## src/rtl/twcd_params.svh

```systemverilog
`ifndef TWCD_PARAMS_SVH
`define TWCD_PARAMS_SVH

// register byte offsets on the bus
`define TWCD_OFF_UNIT_CTRL  8'h00
`define TWCD_OFF_PRESCALE   8'h04
`define TWCD_OFF_MODE       8'h08
`define TWCD_OFF_TRIGGER    8'h0c
`define TWCD_OFF_ENABLE     8'h10
`define TWCD_OFF_DATA       8'h14
`define TWCD_OFF_COUNT      8'h18
`define TWCD_OFF_STATUS     8'h1c
`define TWCD_OFF_OUTPUT     8'h20

// field positions
`define TWCD_UNIT_EN_BIT    0
`define TWCD_START_BIT      0
`define TWCD_STOP_BIT       1
`define TWCD_OVF_BIT        0
`define TWCD_MODE_DELAY_BIT 0
`define TWCD_EDGE_LO_BIT    1
`define TWCD_EDGE_HI_BIT    2
`define TWCD_CLK_SEL_BIT    3
`define TWCD_COUPLE_BIT     4

// widths
`define TWCD_CNT_W          16
`define TWCD_MODE_W         5
`define TWCD_OUT_W          4
`define TWCD_PSC_W          8
`define TWCD_DIV_W          16

// reset and fixed values
`define TWCD_RST_MODE       5'h00
`define TWCD_RST_PSC        8'h00
`define TWCD_RST_OUT        4'h0
`define TWCD_RST_CNT        16'h0000
`define TWCD_CNT_ZERO       16'h0000
`define TWCD_CNT_FULL       16'hffff
`define TWCD_BYTE_FULL      8'hff

`endif

```

## src/rtl/twcd_pkg.sv

```systemverilog
package twcd_pkg;
  // channel sequencer states, one-hot
  typedef enum logic [2:0] {
    TWCD_ST_IDLE = 3'b001,
    TWCD_ST_WAIT = 3'b010,
    TWCD_ST_RUN  = 3'b100
  } twcd_state_t;
endpackage : twcd_pkg

```

## src/rtl/twcd_tick_if.sv

```systemverilog
`timescale 1ns/10ps
`default_nettype none
// tick and edge strobes shared between the channel and its helpers
interface twcd_tick_if;
  logic tick_a;   // first prescaled enable
  logic tick_b;   // second prescaled enable
  logic op_tick;  // selected operating clock enable
  logic rise;     // sampled rising edge of timer input
  logic fall;     // sampled falling edge of timer input
  modport presc (output tick_a, output tick_b);
  modport edge_det (input op_tick, output rise, output fall);
  modport core (input tick_a, input tick_b, input rise, input fall, output op_tick);
endinterface : twcd_tick_if
`default_nettype wire

```

## src/rtl/twcd_prescaler.sv

```systemverilog
`timescale 1ns/10ps
`default_nettype none
`include "twcd_params.svh"
// two power-of-two dividers sharing one free counter
module twcd_prescaler
  import twcd_pkg::*;
(
  input  wire logic                   hclk,
  input  wire logic                   hresetn,
  input  wire logic                   run,
  input  wire logic [`TWCD_PSC_W-1:0] psc_sel,
  twcd_tick_if.presc                  tk
);
  logic [`TWCD_DIV_W-1:0] div_reg;  // free running divider
  logic [1:0]             tick;     // one enable per prescaled clock

  // divider only runs while the unit clock is on
  always_ff @(posedge hclk or negedge hresetn) begin
    if (!hresetn) begin
      div_reg <= `TWCD_RST_CNT;
    end else if (!run) begin
      div_reg <= `TWCD_RST_CNT;
    end else begin
      div_reg <= div_reg + 16'h0001;
    end
  end

  // low bits all ones marks one period of 2^sel cycles
  for (genvar g = 0; g < 2; g++) begin : g_tick
    logic [`TWCD_DIV_W-1:0] mask;  // low ones of width sel
    assign mask    = (16'h0001 << psc_sel[g*4 +: 4]) - 16'h0001;
    assign tick[g] = run && ((div_reg & mask) == mask);
  end

  assign tk.tick_a = tick[0];
  assign tk.tick_b = tick[1];
endmodule : twcd_prescaler
`default_nettype wire

```

## src/rtl/twcd_edge_sync.sv

```systemverilog
`timescale 1ns/10ps
`default_nettype none
// synchronises the timer input and samples it on the operating clock
module twcd_edge_sync (
  input  wire logic hclk,
  input  wire logic hresetn,
  input  wire logic run,
  input  wire logic pin_in,
  twcd_tick_if.edge_det tk
);
  logic meta_reg;  // first stage, read only by sync_reg
  logic sync_reg;  // second stage
  logic samp_reg;  // level seen at the last operating clock

  // two stage synchroniser against the asynchronous pin
  always_ff @(posedge hclk or negedge hresetn) begin
    if (!hresetn) begin
      meta_reg <= 1'b0;
      sync_reg <= 1'b0;
    end else begin
      meta_reg <= pin_in;
      sync_reg <= meta_reg;
    end
  end

  // sampling on the slow enable costs up to one operating cycle of delay
  always_ff @(posedge hclk or negedge hresetn) begin
    if (!hresetn) begin
      samp_reg <= 1'b0;
    end else if (!run) begin
      samp_reg <= sync_reg;
    end else if (tk.op_tick) begin
      samp_reg <= sync_reg;
    end
  end

  assign tk.rise = run && tk.op_tick && sync_reg && !samp_reg;
  assign tk.fall = run && tk.op_tick && !sync_reg && samp_reg;
endmodule : twcd_edge_sync
`default_nettype wire

```

## src/rtl/twcd_channel.sv

```systemverilog
// What this block does
// - width mode: start edge clears count, counts up
// - capture edge copies count, raises interrupt
// - overflow bit set or cleared at capture
// - after capture, stop and await next start
// - start sets enable, width waits start edge
// - start and stop triggers read back zero
// - stop clears enable, holds count and overflow
// - delay mode trigger loads data into count
// - delay count decrements once per count clock
// - zero gives interrupt, parks count at FFFFH (split channel: low byte at FFH)
// - trigger to interrupt is data plus one
// - delay mode start while enabled triggers
// - data writable anytime, used at next load
// - split channel delay uses lower byte only
// - input sampled on operating clock
// - unit off: clock stopped, registers reset
// - clock select bit picks prescaled clock
// - data, count, status readable without disturbance
// - coupling bit fixed zero on channel zero
// - edge bits 10 low width, 11 high width
// - width mode start ignored while enabled
//
// The implementer's own choices: the placing of the registers and the AHB-Lite register port.
`timescale 1ns/10ps
`default_nettype none
`include "twcd_params.svh"
module twcd_channel
  import twcd_pkg::*;
#(
  parameter int CHAN_IDX = 1  // channel number 0 to 3
) (
  input  wire logic        hclk,
  input  wire logic        hresetn,
  input  wire logic        hsel,
  input  wire logic [31:0] haddr,
  input  wire logic [1:0]  htrans,
  input  wire logic        hwrite,
  input  wire logic [2:0]  hsize,
  input  wire logic [31:0] hwdata,
  input  wire logic        hready,
  output logic             hreadyout,
  output logic             hresp,
  output logic [31:0]      hrdata,
  input  wire logic        timer_input_pin,
  output logic             chan_output_bit,
  output logic             chan_irq
);
  twcd_tick_if tk ();  // strobes between helpers

  // bus phase state
  logic                    dp_wr_reg;    // data phase is a write
  logic [7:0]              dp_addr_reg;  // data phase address
  logic [31:0]             rdata_reg;    // read data for the data phase
  logic                    ap_take;      // address phase accepted
  // software registers
  logic                    unit_en_reg;  // timer_unit_enable
  logic [`TWCD_PSC_W-1:0]  psc_reg;      // prescaler_select_reg
  logic [`TWCD_MODE_W-1:0] mode_reg;     // chan_mode_reg
  logic [`TWCD_OUT_W-1:0]  out_reg;      // output bit, enable, level, mode
  logic [`TWCD_CNT_W-1:0]  data_reg;     // chan_data_reg
  // channel state
  logic [`TWCD_CNT_W-1:0]  count_reg;    // chan_count_reg
  logic                    en_reg;       // chan_enable_status
  logic                    ovf_reg;      // overflow_flag
  logic                    ovf_pend_reg; // overflow seen in this measurement
  logic                    irq_reg;      // interrupt pulse
  logic                    sw_trig_reg;  // pending software trigger
  twcd_state_t             state_reg;    // sequencer
  // decoded strobes
  logic                    wr_ok;        // write accepted by unit
  logic                    start_pls;    // chan_start_trigger written 1
  logic                    stop_pls;     // chan_stop_trigger written 1
  logic                    mode_delay;   // delay counter mode
  logic                    split8;       // lower byte only
  logic                    start_edge;   // width start edge
  logic                    cap_edge;     // width capture edge
  logic                    dly_trig;     // delay trigger (pin or software)
  logic                    cnt_zero;     // down count at zero
  logic                    step;         // channel active on this tick
  logic                    cap_now;      // capture happens now
  logic                    done_now;     // delay expiry happens now
  logic [`TWCD_CNT_W-1:0]  load_val;     // value loaded at trigger

  // helpers: prescaler and input sampler
  twcd_prescaler u_presc (
    .hclk    (hclk),
    .hresetn (hresetn),
    .run     (unit_en_reg),
    .psc_sel (psc_reg),
    .tk      (tk.presc)
  );
  twcd_edge_sync u_edge (
    .hclk    (hclk),
    .hresetn (hresetn),
    .run     (unit_en_reg),
    .pin_in  (timer_input_pin),
    .tk      (tk.edge_det)
  );

  // operating clock from the clock select bit
  assign tk.op_tick = mode_reg[`TWCD_CLK_SEL_BIT] ? tk.tick_b : tk.tick_a;

  // zero wait state slave, always okay
  assign hreadyout = 1'b1;
  assign hresp     = 1'b0;
  assign hrdata    = rdata_reg;
  assign ap_take   = hsel && htrans[1] && hready;

  // address phase capture, read data prepared for the data phase
  always_ff @(posedge hclk or negedge hresetn) begin
    if (!hresetn) begin
      dp_wr_reg   <= 1'b0;
      dp_addr_reg <= 8'h00;
      rdata_reg   <= 32'h0000_0000;
    end else begin
      dp_wr_reg   <= ap_take && hwrite;
      dp_addr_reg <= haddr[7:0];
      if (ap_take && !hwrite) begin
        // reads never touch channel state
        if (!unit_en_reg && haddr[7:0] != `TWCD_OFF_UNIT_CTRL) begin
          rdata_reg <= 32'h0000_0000;  // unit off hides registers
        end else begin
          unique case (haddr[7:0])
            `TWCD_OFF_UNIT_CTRL: rdata_reg <= {31'h0, unit_en_reg};
            `TWCD_OFF_PRESCALE:  rdata_reg <= {24'h0, psc_reg};
            `TWCD_OFF_MODE:      rdata_reg <= {27'h0, mode_reg};
            `TWCD_OFF_ENABLE:    rdata_reg <= {31'h0, en_reg};
            `TWCD_OFF_DATA:      rdata_reg <= {16'h0, data_reg};
            `TWCD_OFF_COUNT:     rdata_reg <= {16'h0, count_reg};
            `TWCD_OFF_STATUS:    rdata_reg <= {31'h0, ovf_reg};
            `TWCD_OFF_OUTPUT:    rdata_reg <= {28'h0, out_reg};
            default:             rdata_reg <= 32'h0000_0000;  // trigger, unmapped
          endcase
        end
      end
    end
  end

  // writes land in the data phase; unit off ignores all but unit control
  assign wr_ok     = dp_wr_reg && unit_en_reg;
  assign start_pls = wr_ok && dp_addr_reg == `TWCD_OFF_TRIGGER && hwdata[`TWCD_START_BIT];
  assign stop_pls  = wr_ok && dp_addr_reg == `TWCD_OFF_TRIGGER && hwdata[`TWCD_STOP_BIT];

  // unit enable lives outside the unit reset
  always_ff @(posedge hclk or negedge hresetn) begin
    if (!hresetn) begin
      unit_en_reg <= 1'b0;
    end else if (dp_wr_reg && dp_addr_reg == `TWCD_OFF_UNIT_CTRL) begin
      unit_en_reg <= hwdata[`TWCD_UNIT_EN_BIT];
    end
  end

  // configuration registers, cleared while the unit is off
  always_ff @(posedge hclk or negedge hresetn) begin
    if (!hresetn) begin
      psc_reg  <= `TWCD_RST_PSC;
      mode_reg <= `TWCD_RST_MODE;
      out_reg  <= `TWCD_RST_OUT;
    end else if (!unit_en_reg) begin
      psc_reg  <= `TWCD_RST_PSC;
      mode_reg <= `TWCD_RST_MODE;
      out_reg  <= `TWCD_RST_OUT;
    end else if (wr_ok) begin
      if (dp_addr_reg == `TWCD_OFF_PRESCALE) begin
        psc_reg <= hwdata[`TWCD_PSC_W-1:0];
      end
      if (dp_addr_reg == `TWCD_OFF_MODE) begin
        mode_reg <= hwdata[`TWCD_MODE_W-1:0];
        if (CHAN_IDX == 0) begin
          mode_reg[`TWCD_COUPLE_BIT] <= 1'b0;  // no partner below
        end
      end
      if (dp_addr_reg == `TWCD_OFF_OUTPUT) begin
        out_reg <= hwdata[`TWCD_OUT_W-1:0];  // kept zero by software
      end
    end
  end
  assign chan_output_bit = out_reg[0];

  // mode decode
  assign mode_delay = mode_reg[`TWCD_MODE_DELAY_BIT];
  // coupling bit splits channels 1 and 3; on 2 it only marks a master
  assign split8 = mode_delay && mode_reg[`TWCD_COUPLE_BIT] && (CHAN_IDX == 1 || CHAN_IDX == 3);
  // lo=1 high width: rise starts, fall captures; lo=0 the reverse
  assign start_edge = mode_reg[`TWCD_EDGE_LO_BIT] ? tk.rise : tk.fall;
  assign cap_edge   = mode_reg[`TWCD_EDGE_LO_BIT] ? tk.fall : tk.rise;
  assign dly_trig   = start_edge || sw_trig_reg;
  assign cnt_zero   = split8 ? count_reg[7:0] == 8'h00 : count_reg == `TWCD_CNT_ZERO;
  assign load_val   = split8 ? {8'h00, data_reg[7:0]} : data_reg;
  assign step       = tk.op_tick && en_reg && !stop_pls;
  assign cap_now    = step && !mode_delay && state_reg == TWCD_ST_RUN && cap_edge;
  assign done_now   = step && mode_delay && state_reg == TWCD_ST_RUN && !dly_trig && cnt_zero;

  // channel enable status
  always_ff @(posedge hclk or negedge hresetn) begin
    if (!hresetn) begin
      en_reg <= 1'b0;
    end else if (!unit_en_reg || stop_pls) begin
      en_reg <= 1'b0;
    end else if (start_pls) begin
      en_reg <= 1'b1;
    end
  end

  // software trigger waits for the next operating tick; new set beats consume
  always_ff @(posedge hclk or negedge hresetn) begin
    if (!hresetn) begin
      sw_trig_reg <= 1'b0;
    end else if (!unit_en_reg || stop_pls) begin
      sw_trig_reg <= 1'b0;
    end else if (start_pls && en_reg && mode_delay) begin
      sw_trig_reg <= 1'b1;
    end else if (tk.op_tick) begin
      sw_trig_reg <= 1'b0;
    end
  end

  // sequencer and counter
  always_ff @(posedge hclk or negedge hresetn) begin
    if (!hresetn) begin
      state_reg <= TWCD_ST_IDLE;
      count_reg <= `TWCD_RST_CNT;
    end else if (!unit_en_reg) begin
      state_reg <= TWCD_ST_IDLE;
      count_reg <= `TWCD_RST_CNT;
    end else if (stop_pls) begin
      state_reg <= TWCD_ST_IDLE;  // count holds
    end else if (start_pls && !en_reg) begin
      state_reg <= TWCD_ST_WAIT;
    end else if (step) begin
      unique case (state_reg)
        TWCD_ST_IDLE: begin
          state_reg <= TWCD_ST_IDLE;  // stopped, nothing counts
        end
        TWCD_ST_WAIT: begin
          if (!mode_delay && start_edge) begin
            count_reg <= `TWCD_CNT_ZERO;
            state_reg <= TWCD_ST_RUN;
          end else if (mode_delay && dly_trig) begin
            count_reg <= load_val;
            state_reg <= TWCD_ST_RUN;
          end
        end
        TWCD_ST_RUN: begin
          if (!mode_delay) begin
            count_reg <= count_reg + 16'h0001;
            if (cap_edge) begin
              state_reg <= TWCD_ST_WAIT;  // parks at capture plus one
            end
          end else if (dly_trig) begin
            count_reg <= load_val;  // retrigger restarts the delay
          end else if (cnt_zero) begin
            // expiry after data plus one ticks
            count_reg <= split8 ? {count_reg[15:8], `TWCD_BYTE_FULL} : `TWCD_CNT_FULL;
            state_reg <= TWCD_ST_WAIT;
          end else if (split8) begin
            count_reg <= {count_reg[15:8], count_reg[7:0] - 8'h01};
          end else begin
            count_reg <= count_reg - 16'h0001;
          end
        end
        default: begin
          state_reg <= TWCD_ST_IDLE;
        end
      endcase
    end
  end

  // overflow during a measurement; cleared at each start edge
  always_ff @(posedge hclk or negedge hresetn) begin
    if (!hresetn) begin
      ovf_pend_reg <= 1'b0;
    end else if (!unit_en_reg) begin
      ovf_pend_reg <= 1'b0;
    end else if (step && !mode_delay && state_reg == TWCD_ST_WAIT && start_edge) begin
      ovf_pend_reg <= 1'b0;
    end else if (step && !mode_delay && state_reg == TWCD_ST_RUN
                 && count_reg == `TWCD_CNT_FULL) begin
      ovf_pend_reg <= 1'b1;
    end
  end

  // visible overflow flag follows each capture, set or cleared there, and is also cleared while the unit is off
  always_ff @(posedge hclk or negedge hresetn) begin
    if (!hresetn) begin
      ovf_reg <= 1'b0;
    end else if (!unit_en_reg) begin
      ovf_reg <= 1'b0;
    end else if (cap_now) begin
      ovf_reg <= ovf_pend_reg;  // set or cleared
    end
  end

  // data register: capture wins over a same-cycle write
  always_ff @(posedge hclk or negedge hresetn) begin
    if (!hresetn) begin
      data_reg <= `TWCD_RST_CNT;
    end else if (!unit_en_reg) begin
      data_reg <= `TWCD_RST_CNT;
    end else if (cap_now) begin
      data_reg <= count_reg;
    end else if (wr_ok && dp_addr_reg == `TWCD_OFF_DATA) begin
      data_reg <= hwdata[`TWCD_CNT_W-1:0];  // any time
    end
  end

  // interrupt held for exactly one operating clock period
  always_ff @(posedge hclk or negedge hresetn) begin
    if (!hresetn) begin
      irq_reg <= 1'b0;
    end else if (!unit_en_reg) begin
      irq_reg <= 1'b0;
    end else if (cap_now || done_now) begin
      irq_reg <= 1'b1;
    end else if (tk.op_tick) begin
      irq_reg <= 1'b0;
    end
  end
  assign chan_irq = irq_reg;
endmodule : twcd_channel
`default_nettype wire

```

## config.mk

```make
export PLATFORM = sky130hd
export DESIGN_NAME = twcd_channel
export DESIGN_NICKNAME = d
export VERILOG_FILES = /design/src/rtl/twcd_pkg.sv /design/src/rtl/twcd_tick_if.sv /design/src/rtl/twcd_prescaler.sv /design/src/rtl/twcd_edge_sync.sv /design/src/rtl/twcd_channel.sv
export VERILOG_INCLUDE_DIRS = /design/src /design/src/rtl
export SDC_FILE = /design/constraint.sdc
export NUM_CORES = 1
export LEC_CHECK = 0
export ABC_AREA = 1
export BUFFER_PORTS_ARGS = -buffer_cell sky130_fd_sc_hd__clkbuf_2
export CAP_MARGIN = 20
export CORE_MARGIN = 8
export CORE_UTILIZATION = 40
export CTS_CLUSTER_DIAMETER = 60
export DETAILED_ROUTE_END_ITERATION = 12
export SLEW_MARGIN = 10
export SYNTH_ARGS = -nofsm -noshare
export SYNTH_HDL_FRONTEND = slang
export SYNTH_SLANG_ARGS = --single-unit
```

## constraint.sdc

```tcl
create_clock -name hclk -period 2.55 [get_ports hclk]
set_input_delay 0.51 -clock hclk [delete_from_list [all_inputs] [get_ports hclk]]
set_output_delay 0.51 -clock hclk [all_outputs]
set_load 0.005 [all_outputs]
```

==> qor.yml, run 1 <==
status: "complete, but fails checks"
violations: "setup timing"
grt_overflow: 0
setup_viol: 38
synth_edf_count: 0
arrival_ns: 3.11
synth_xor_area_share_pct: 1.00
clock_latency_ns: 0.36
path_delay_family: "simple AND/OR/NAND/NOR gates"
postSynthCellCount: 1042
initial_core_util_pct: 40.7
timing.final.crit_share_pct: 111
cts-buffers-inserted: 9
power.leakage_nw: 4.22
period_minus_slack_ns: 2.83
worstSetupPathType: "reg -> reg"
antenna_cells: 0
start_kind: "register"
rsz0062_at_grt: "yes"
grt_pass1_vias: 6840
core_area_um2: 17200
cts_buffer_depth: 2
timing.final.ws_setup_ns: -0.276
crit_path_end_kind: "register"
r2r_start: "psc_reg[7]"
slew_viol_final: 0
cp_slowest_cell: "dfrtp_1"
first_pass_iters: 5
clk_pin_slew_worst_paths_ns: 0.07
cts_tree: "yes"
synthMuxAreaShare_pct: 0
synth_compound_area_share_pct: 15.4
syn2layout_area_growth_pct: 22.4
drcViolationCount: 0
avgSynthCellArea_um2: 6.73
die_y_um: 148
yosysUniqueCellTypes: 46
die_area_um2: 22000
drt_wl_total_um: 22500
startpoint: "psc_reg[7]"
ios: 111
maxCapViolCount: 0
tightest_slew_ns: 0.672
grt_pass1_wl_um: 36000
synth_ff_type: "dfrtp_1"
gr-usage-all-layers_pct: 20.6
peakVddDrop_v: 0.000325
clkSinkCount: 101
antenna_found_initial: 0
grt_max_degree: 40
h-tree-depth: 3
postSynth.asyncResetShare_pct: 100
path_buf_inv: 1
synthAdderAreaFrac_pct: 0.893
synth_top_family_by_area: "simple AND/OR/NAND/NOR gates"
gp_congestion: 0.905
die_x_um: 148
max_slew_margin_pct: 55.1
num-nets-final: 1234
yosys.area_share.simple_pct: 36.1
yosysWarnings: 0
hpwlAfterDp_um: 17200
cp_max_fo: 12
p_per_area_nw_per_um2: 433
hold_viol_final: 0
utilization_pct: 49.8
clockRootBuffer: "clkbuf_16"
max_freq_ghz: 0.354
layout-drive-gt1-share_pct: 20.5
dpl.cell_count: 1361
wire_per_inst_um: 16.3
vias_per_cell: 5.23
netlist_area_um2: 7010
stdcell_count: 1384
rows: 48
yosysSeqAreaShare_pct: 36.1
io_buffers: 48
ant_nets: 0
vias: 7241
cp_cell_sequence: "nor2_4 -> nand3_2 -> ha_4 -> nor2_1 -> nor2_1 -> nand3_1 -> nor2_2 -> nand3_2 -> nor2_2 -> nand4_2 -> nand2_4 -> and3_4 -> nand2_4 -> nor2_8 -> nand2_8 -> a21oi_4 -> buf_12 -> nand2_1 -> o21ai_1"
worst_ep_required_time_ns: 2.84
pre_cts_ws_ns: -0.248
hp-class: "in -> async"
clock_skew_ns: 0.00664
cp_slowest_stage_delay_ns: 0.41
drtIter0Drc: 612
cts_hold_buf: 0
synth_seq_cells: 101
## worst reg2reg max path, delay by kind of cell (launching register included)
family / cells / cell delay [ns]
compound gates: 2 / 0.26
flops: 1 / 0.41
fa+ha+maj: 1 / 0.27
buf+inv: 1 / 0.17
simple gates: 15 / 1.65
## routing by layer
| layer | up-vias | wire length [um] | track usage (%) |
|---|---|---|---|
| li1 | 3626 | - | - |
| met1 | 3368 | 9900 | 25.9 |
| met2 | 213 | 11000 | 34.4 |
| met3 | 34 | 1110 | 3.92 |
| met4 | 0 | 537 | 7.50 |
| met5 | - | 0 | 0 |
## layout make-up
type | count | area, um^2
clock inverters | 7 | 73.8
repair buffers | 137 | 1040
multi-input cells | 791 | 4000
well taps | 225 | 282
flip-flops and latches | 101 | 2530
clock buffers | 9 | 225
fillers | 1756 | 8660
inverters | 114 | 433
## final timing paths
kind / cells past startpoint / slack [ns] / end
max: 19 / -0.28 / data_reg[15]
min: 1 / 0.12 / u_presc.div_reg[12]
max reg2reg: 19 / -0.28 / data_reg[15]
min reg2reg: 0 / 0.35 / u_edge.sync_reg
max in group asynchronous: 2 / 1.66 / hrdata[15]
min in group hclk: 1 / 0.25 / u_edge.meta_reg
## cell usage after synthesis, types with 7 or more instances
master    number  area, um^2
clkbuf_1      20        75.1
buf_2          7        35.0
nor3_1        18        90.1
a21oi_1       32         160
buf_4         22         165
nor2_1        84         315
xor2_1         8        70.1
o22ai_1       23         144
o21ai_1       27         135
o21ai_2        9        78.8
a31oi_1        8        50.1
nand4_1       20         125
inv_1        103         387
nand3_1      101         505
nand2_1      307        1150
inv_2          9        33.8
dfrtp_1      100        2500
o21ai_0       72         360
nand2_2       12        75.1
## layout by cell type (no fill, tap or decap), types with 3 or more instances in the layout
| cell type | netlist | final |
|---|---|---|
| dfrtp_1 | 100 | 99 |
| nand3b_1 | 3 | 3 |
| inv_2 | 9 | 8 |
| nor3_1 | 18 | 18 |
| xor2_1 | 8 | 8 |
| nand2_1 | 307 | 291 |
| nor2_4 | 4 | 5 |
| nand4_1 | 20 | 20 |
| a211oi_1 | 4 | 4 |
| ha_1 | 5 | 3 |
| buf_12 | 0 | 5 |
| o21ai_0 | 72 | 72 |
| nor2_1 | 84 | 83 |
| o21ai_2 | 9 | 12 |
| nor3b_1 | 4 | 4 |
| clkbuf_16 | 0 | 11 |
| nand3_2 | 4 | 7 |
| o21ai_1 | 27 | 23 |
| inv_1 | 103 | 102 |
| nand3_1 | 101 | 95 |
| nand2_4 | 3 | 6 |
| buf_4 | 22 | 75 |
| nand3_4 | 0 | 3 |
| clkinv_2 | 0 | 3 |
| conb_1 | 2 | 18 |
| o22ai_1 | 23 | 23 |
| nor4_1 | 3 | 3 |
| nor2_2 | 5 | 5 |
| a21oi_1 | 32 | 32 |
| clkbuf_2 | 0 | 47 |
| a31oi_1 | 8 | 8 |
| buf_6 | 2 | 7 |
| nand2_2 | 12 | 24 |
## report_power, final
part	internal [mW]	switching, mW	total, mW
sequential	1.64	0.0369	1.67
clock	0.769	0.669	1.44
combinational	0.234	0.369	0.603
## cells by family (layout without fill, tap and decap cells)
kind of cell	after synthesis	count (layout)
AND/OR/NAND/NOR	571	571
other	2	18
XOR/XNOR	8	8
flip-flops	101	101
adder cells (fa/ha/maj)	5	5
AO/OA/AOI/OAI	189	189
buffers and inverters	166	267
## per-stage QoR
step                cell area [um^2]  hold WS [ns]  total power [mW]  setup TNS (ns)
floorplan                       7100         0.214              2.05          -0.769
global placement                7990         0.334              2.26           -7.08
detailed placement              7990         0.337              2.26           -7.58
CTS                             8310         0.134              3.70           -8.36
global route                    8580         0.145              3.90          -15.65
finish                          8580         0.119              3.72           -7.81
## timing repair
item / CTS / global route
pin swaps: 4 / 11
setup endpoints to repair: 37 / 38
resized for setup: 6 / 46
gates cloned: 0 / 2
buffers inserted: 1 / 4
(Power assumes the default switching activity.)
==> run 2, diff against run 1 <==
PLACE_DENSITY = 0.59   (was not set)
==> qor.yml, run 2 (synthesis gave the netlist of run 1 again) <==
slew_viol_final: 0
cts_buffer_depth: 2
drtIter0Drc: 583
clkSinkCount: 101
arrival_ns: 3.08
vias: 7133
vias_per_cell: 5.15
grt_max_degree: 36
maxCapViolCount: 0
core_area_um2: 17200
grt_pass1_vias: 6856
die_x_um: 148
dpl.cell_count: 1354
worstSetupPathType: "reg -> reg"
grt_overflow: 0
stdcell_count: 1384
rows: 48
cts_hold_buf: 0
max_freq_ghz: 0.359
drt_wl_total_um: 21600
antenna_cells: 0
max_slew_margin_pct: 46.3
wire_per_inst_um: 15.6
ios: 111
io_buffers: 48
crit_path_end_kind: "register"
clock_latency_ns: 0.36
gr-usage-all-layers_pct: 20.2
antenna_found_initial: 0
peakVddDrop_v: 0.000319
rsz0062_at_grt: "yes"
violations: "setup timing"
timing.final.crit_share_pct: 109
clk_pin_slew_worst_paths_ns: 0.08
syn2layout_area_growth_pct: 21.5
period_minus_slack_ns: 2.79
layout_commonest_cell: "nand2_1"
num-nets-final: 1234
ant_nets: 0
power.leakage_nw: 4.20
first_pass_iters: 5
grt_pass1_wl_um: 35800
hold_viol_final: 0
clock_skew_ns: 0.00848
worst_ep_required_time_ns: 2.84
hpwlAfterDp_um: 16900
tightest_slew_ns: 0.805
status: "complete, but fails checks"
h-tree-depth: 3
die_y_um: 148
timing.final.ws_setup_ns: -0.238
cts_tree: "yes"
layout-drive-gt1-share_pct: 20.4
cp_max_fo: 16
gp_congestion: 0.914
setup_viol: 38
hp-class: "in -> async"
die_area_um2: 22000
start_kind: "register"
cts-buffers-inserted: 9
drcViolationCount: 0
fillers: 1746
clockRootBuffer: "clkbuf_16"
final_cell_mix: "292 x nand2_1, 102 x inv_1, 100 x dfrtp_1"
p_per_area_nw_per_um2: 438
initial_core_util_pct: 40.7
setup-tns-final_ns: -7.76
==> run 2: power by group <==
part / switching, mW / leakage (nW) / internal [mW] / total [mW]
combinational: 0.352 / 2.69 / 0.227 / 0.579
clock: 0.697 / 0.149 / 0.779 / 1.48
sequential: 0.0367 / 1.36 / 1.64 / 1.67
total: 1.09 / 4.20 / 2.64 / 3.73
==> run 2: worst paths after layout <==
check	from	endpoint	slack [ns]	cells after the start
max reg2reg	psc_reg[6]	data_reg[2]	-0.24	19
min reg2reg	u_edge.meta_reg	u_edge.sync_reg	0.35	0
max in group asynchronous	hresetn	count_reg[10]	1.82	2
max	psc_reg[6]	data_reg[2]	-0.24	19
min	hresetn	u_presc.div_reg[0]	0.13	1
min in group hclk	timer_input_pin	u_edge.meta_reg	0.25	1
==> run 2: final cells by class <==
cell class / instances / area (um^2) / area share, %
Multi-Input combinational cell: 791 / 3950 / 46.3
Clock inverter: 7 / 80.1 / 0.940
Inverter: 114 / 435 / 5.11
Tap cell: 225 / 282 / 3.31
Sequential cell: 101 / 2530 / 29.7
Clock buffer: 9 / 225 / 2.64
Timing Repair Buffer: 137 / 1020 / 12.0
==> run 2: stage by stage <==
| stage | hold WS [ns] | cell area (um^2) | utilization [%] | worst slack, ns | power, mW |
|---|---|---|---|---|---|
| 3_5_place_dp | 0.339 | 7940 | 46.0 | -0.265 | 2.25 |
| 6_report | 0.126 | 8520 | 49.4 | -0.238 | 3.73 |
| 2_1_floorplan | 0.214 | 7100 | - | -0.0777 | 2.05 |
| 3_3_place_gp | 0.339 | 7940 | 46.0 | -0.262 | 2.25 |
| 4_1_cts | 0.133 | 8470 | 49.1 | -0.214 | 3.76 |
| 5_1_grt | 0.158 | 8520 | 49.4 | -0.502 | 3.90 |
==> run 2: worst max-delay path: stages (launching register included) <==
cell and delay [ns]:
dfrtp_1 0.41, nor2_4 0.15, nand3_2 0.10, ha_4 0.28, nor2_2 0.03, nor2_1 0.10, nand3_1 0.09, nor2_2 0.10
nand3_2 0.09, nor2_2 0.10, nand4_2 0.12, nand2_4 0.16, and3_4 0.22, nand2_4 0.07, nor2_8 0.10, nand2_4 0.09
a21oi_4 0.18, buf_12 0.17, nand2_1 0.06, o21ai_1 0.07
==> run 2: repair_timing <==
item                       in CTS  in global routing
resized for setup              34                 12
pin swaps                       5                  5
setup buffers                  13                  1
setup endpoints to repair      38                 38
==> run 2: per-layer routing <==
metal,vias to the layer above,track usage (%),share of wire (%)
met1,3274,26.0,45
met2,195,33.3,48
li1,3628,-,-
met3,36,2.89,4.7
met5,-,0,0
met4,0,8.57,3.0
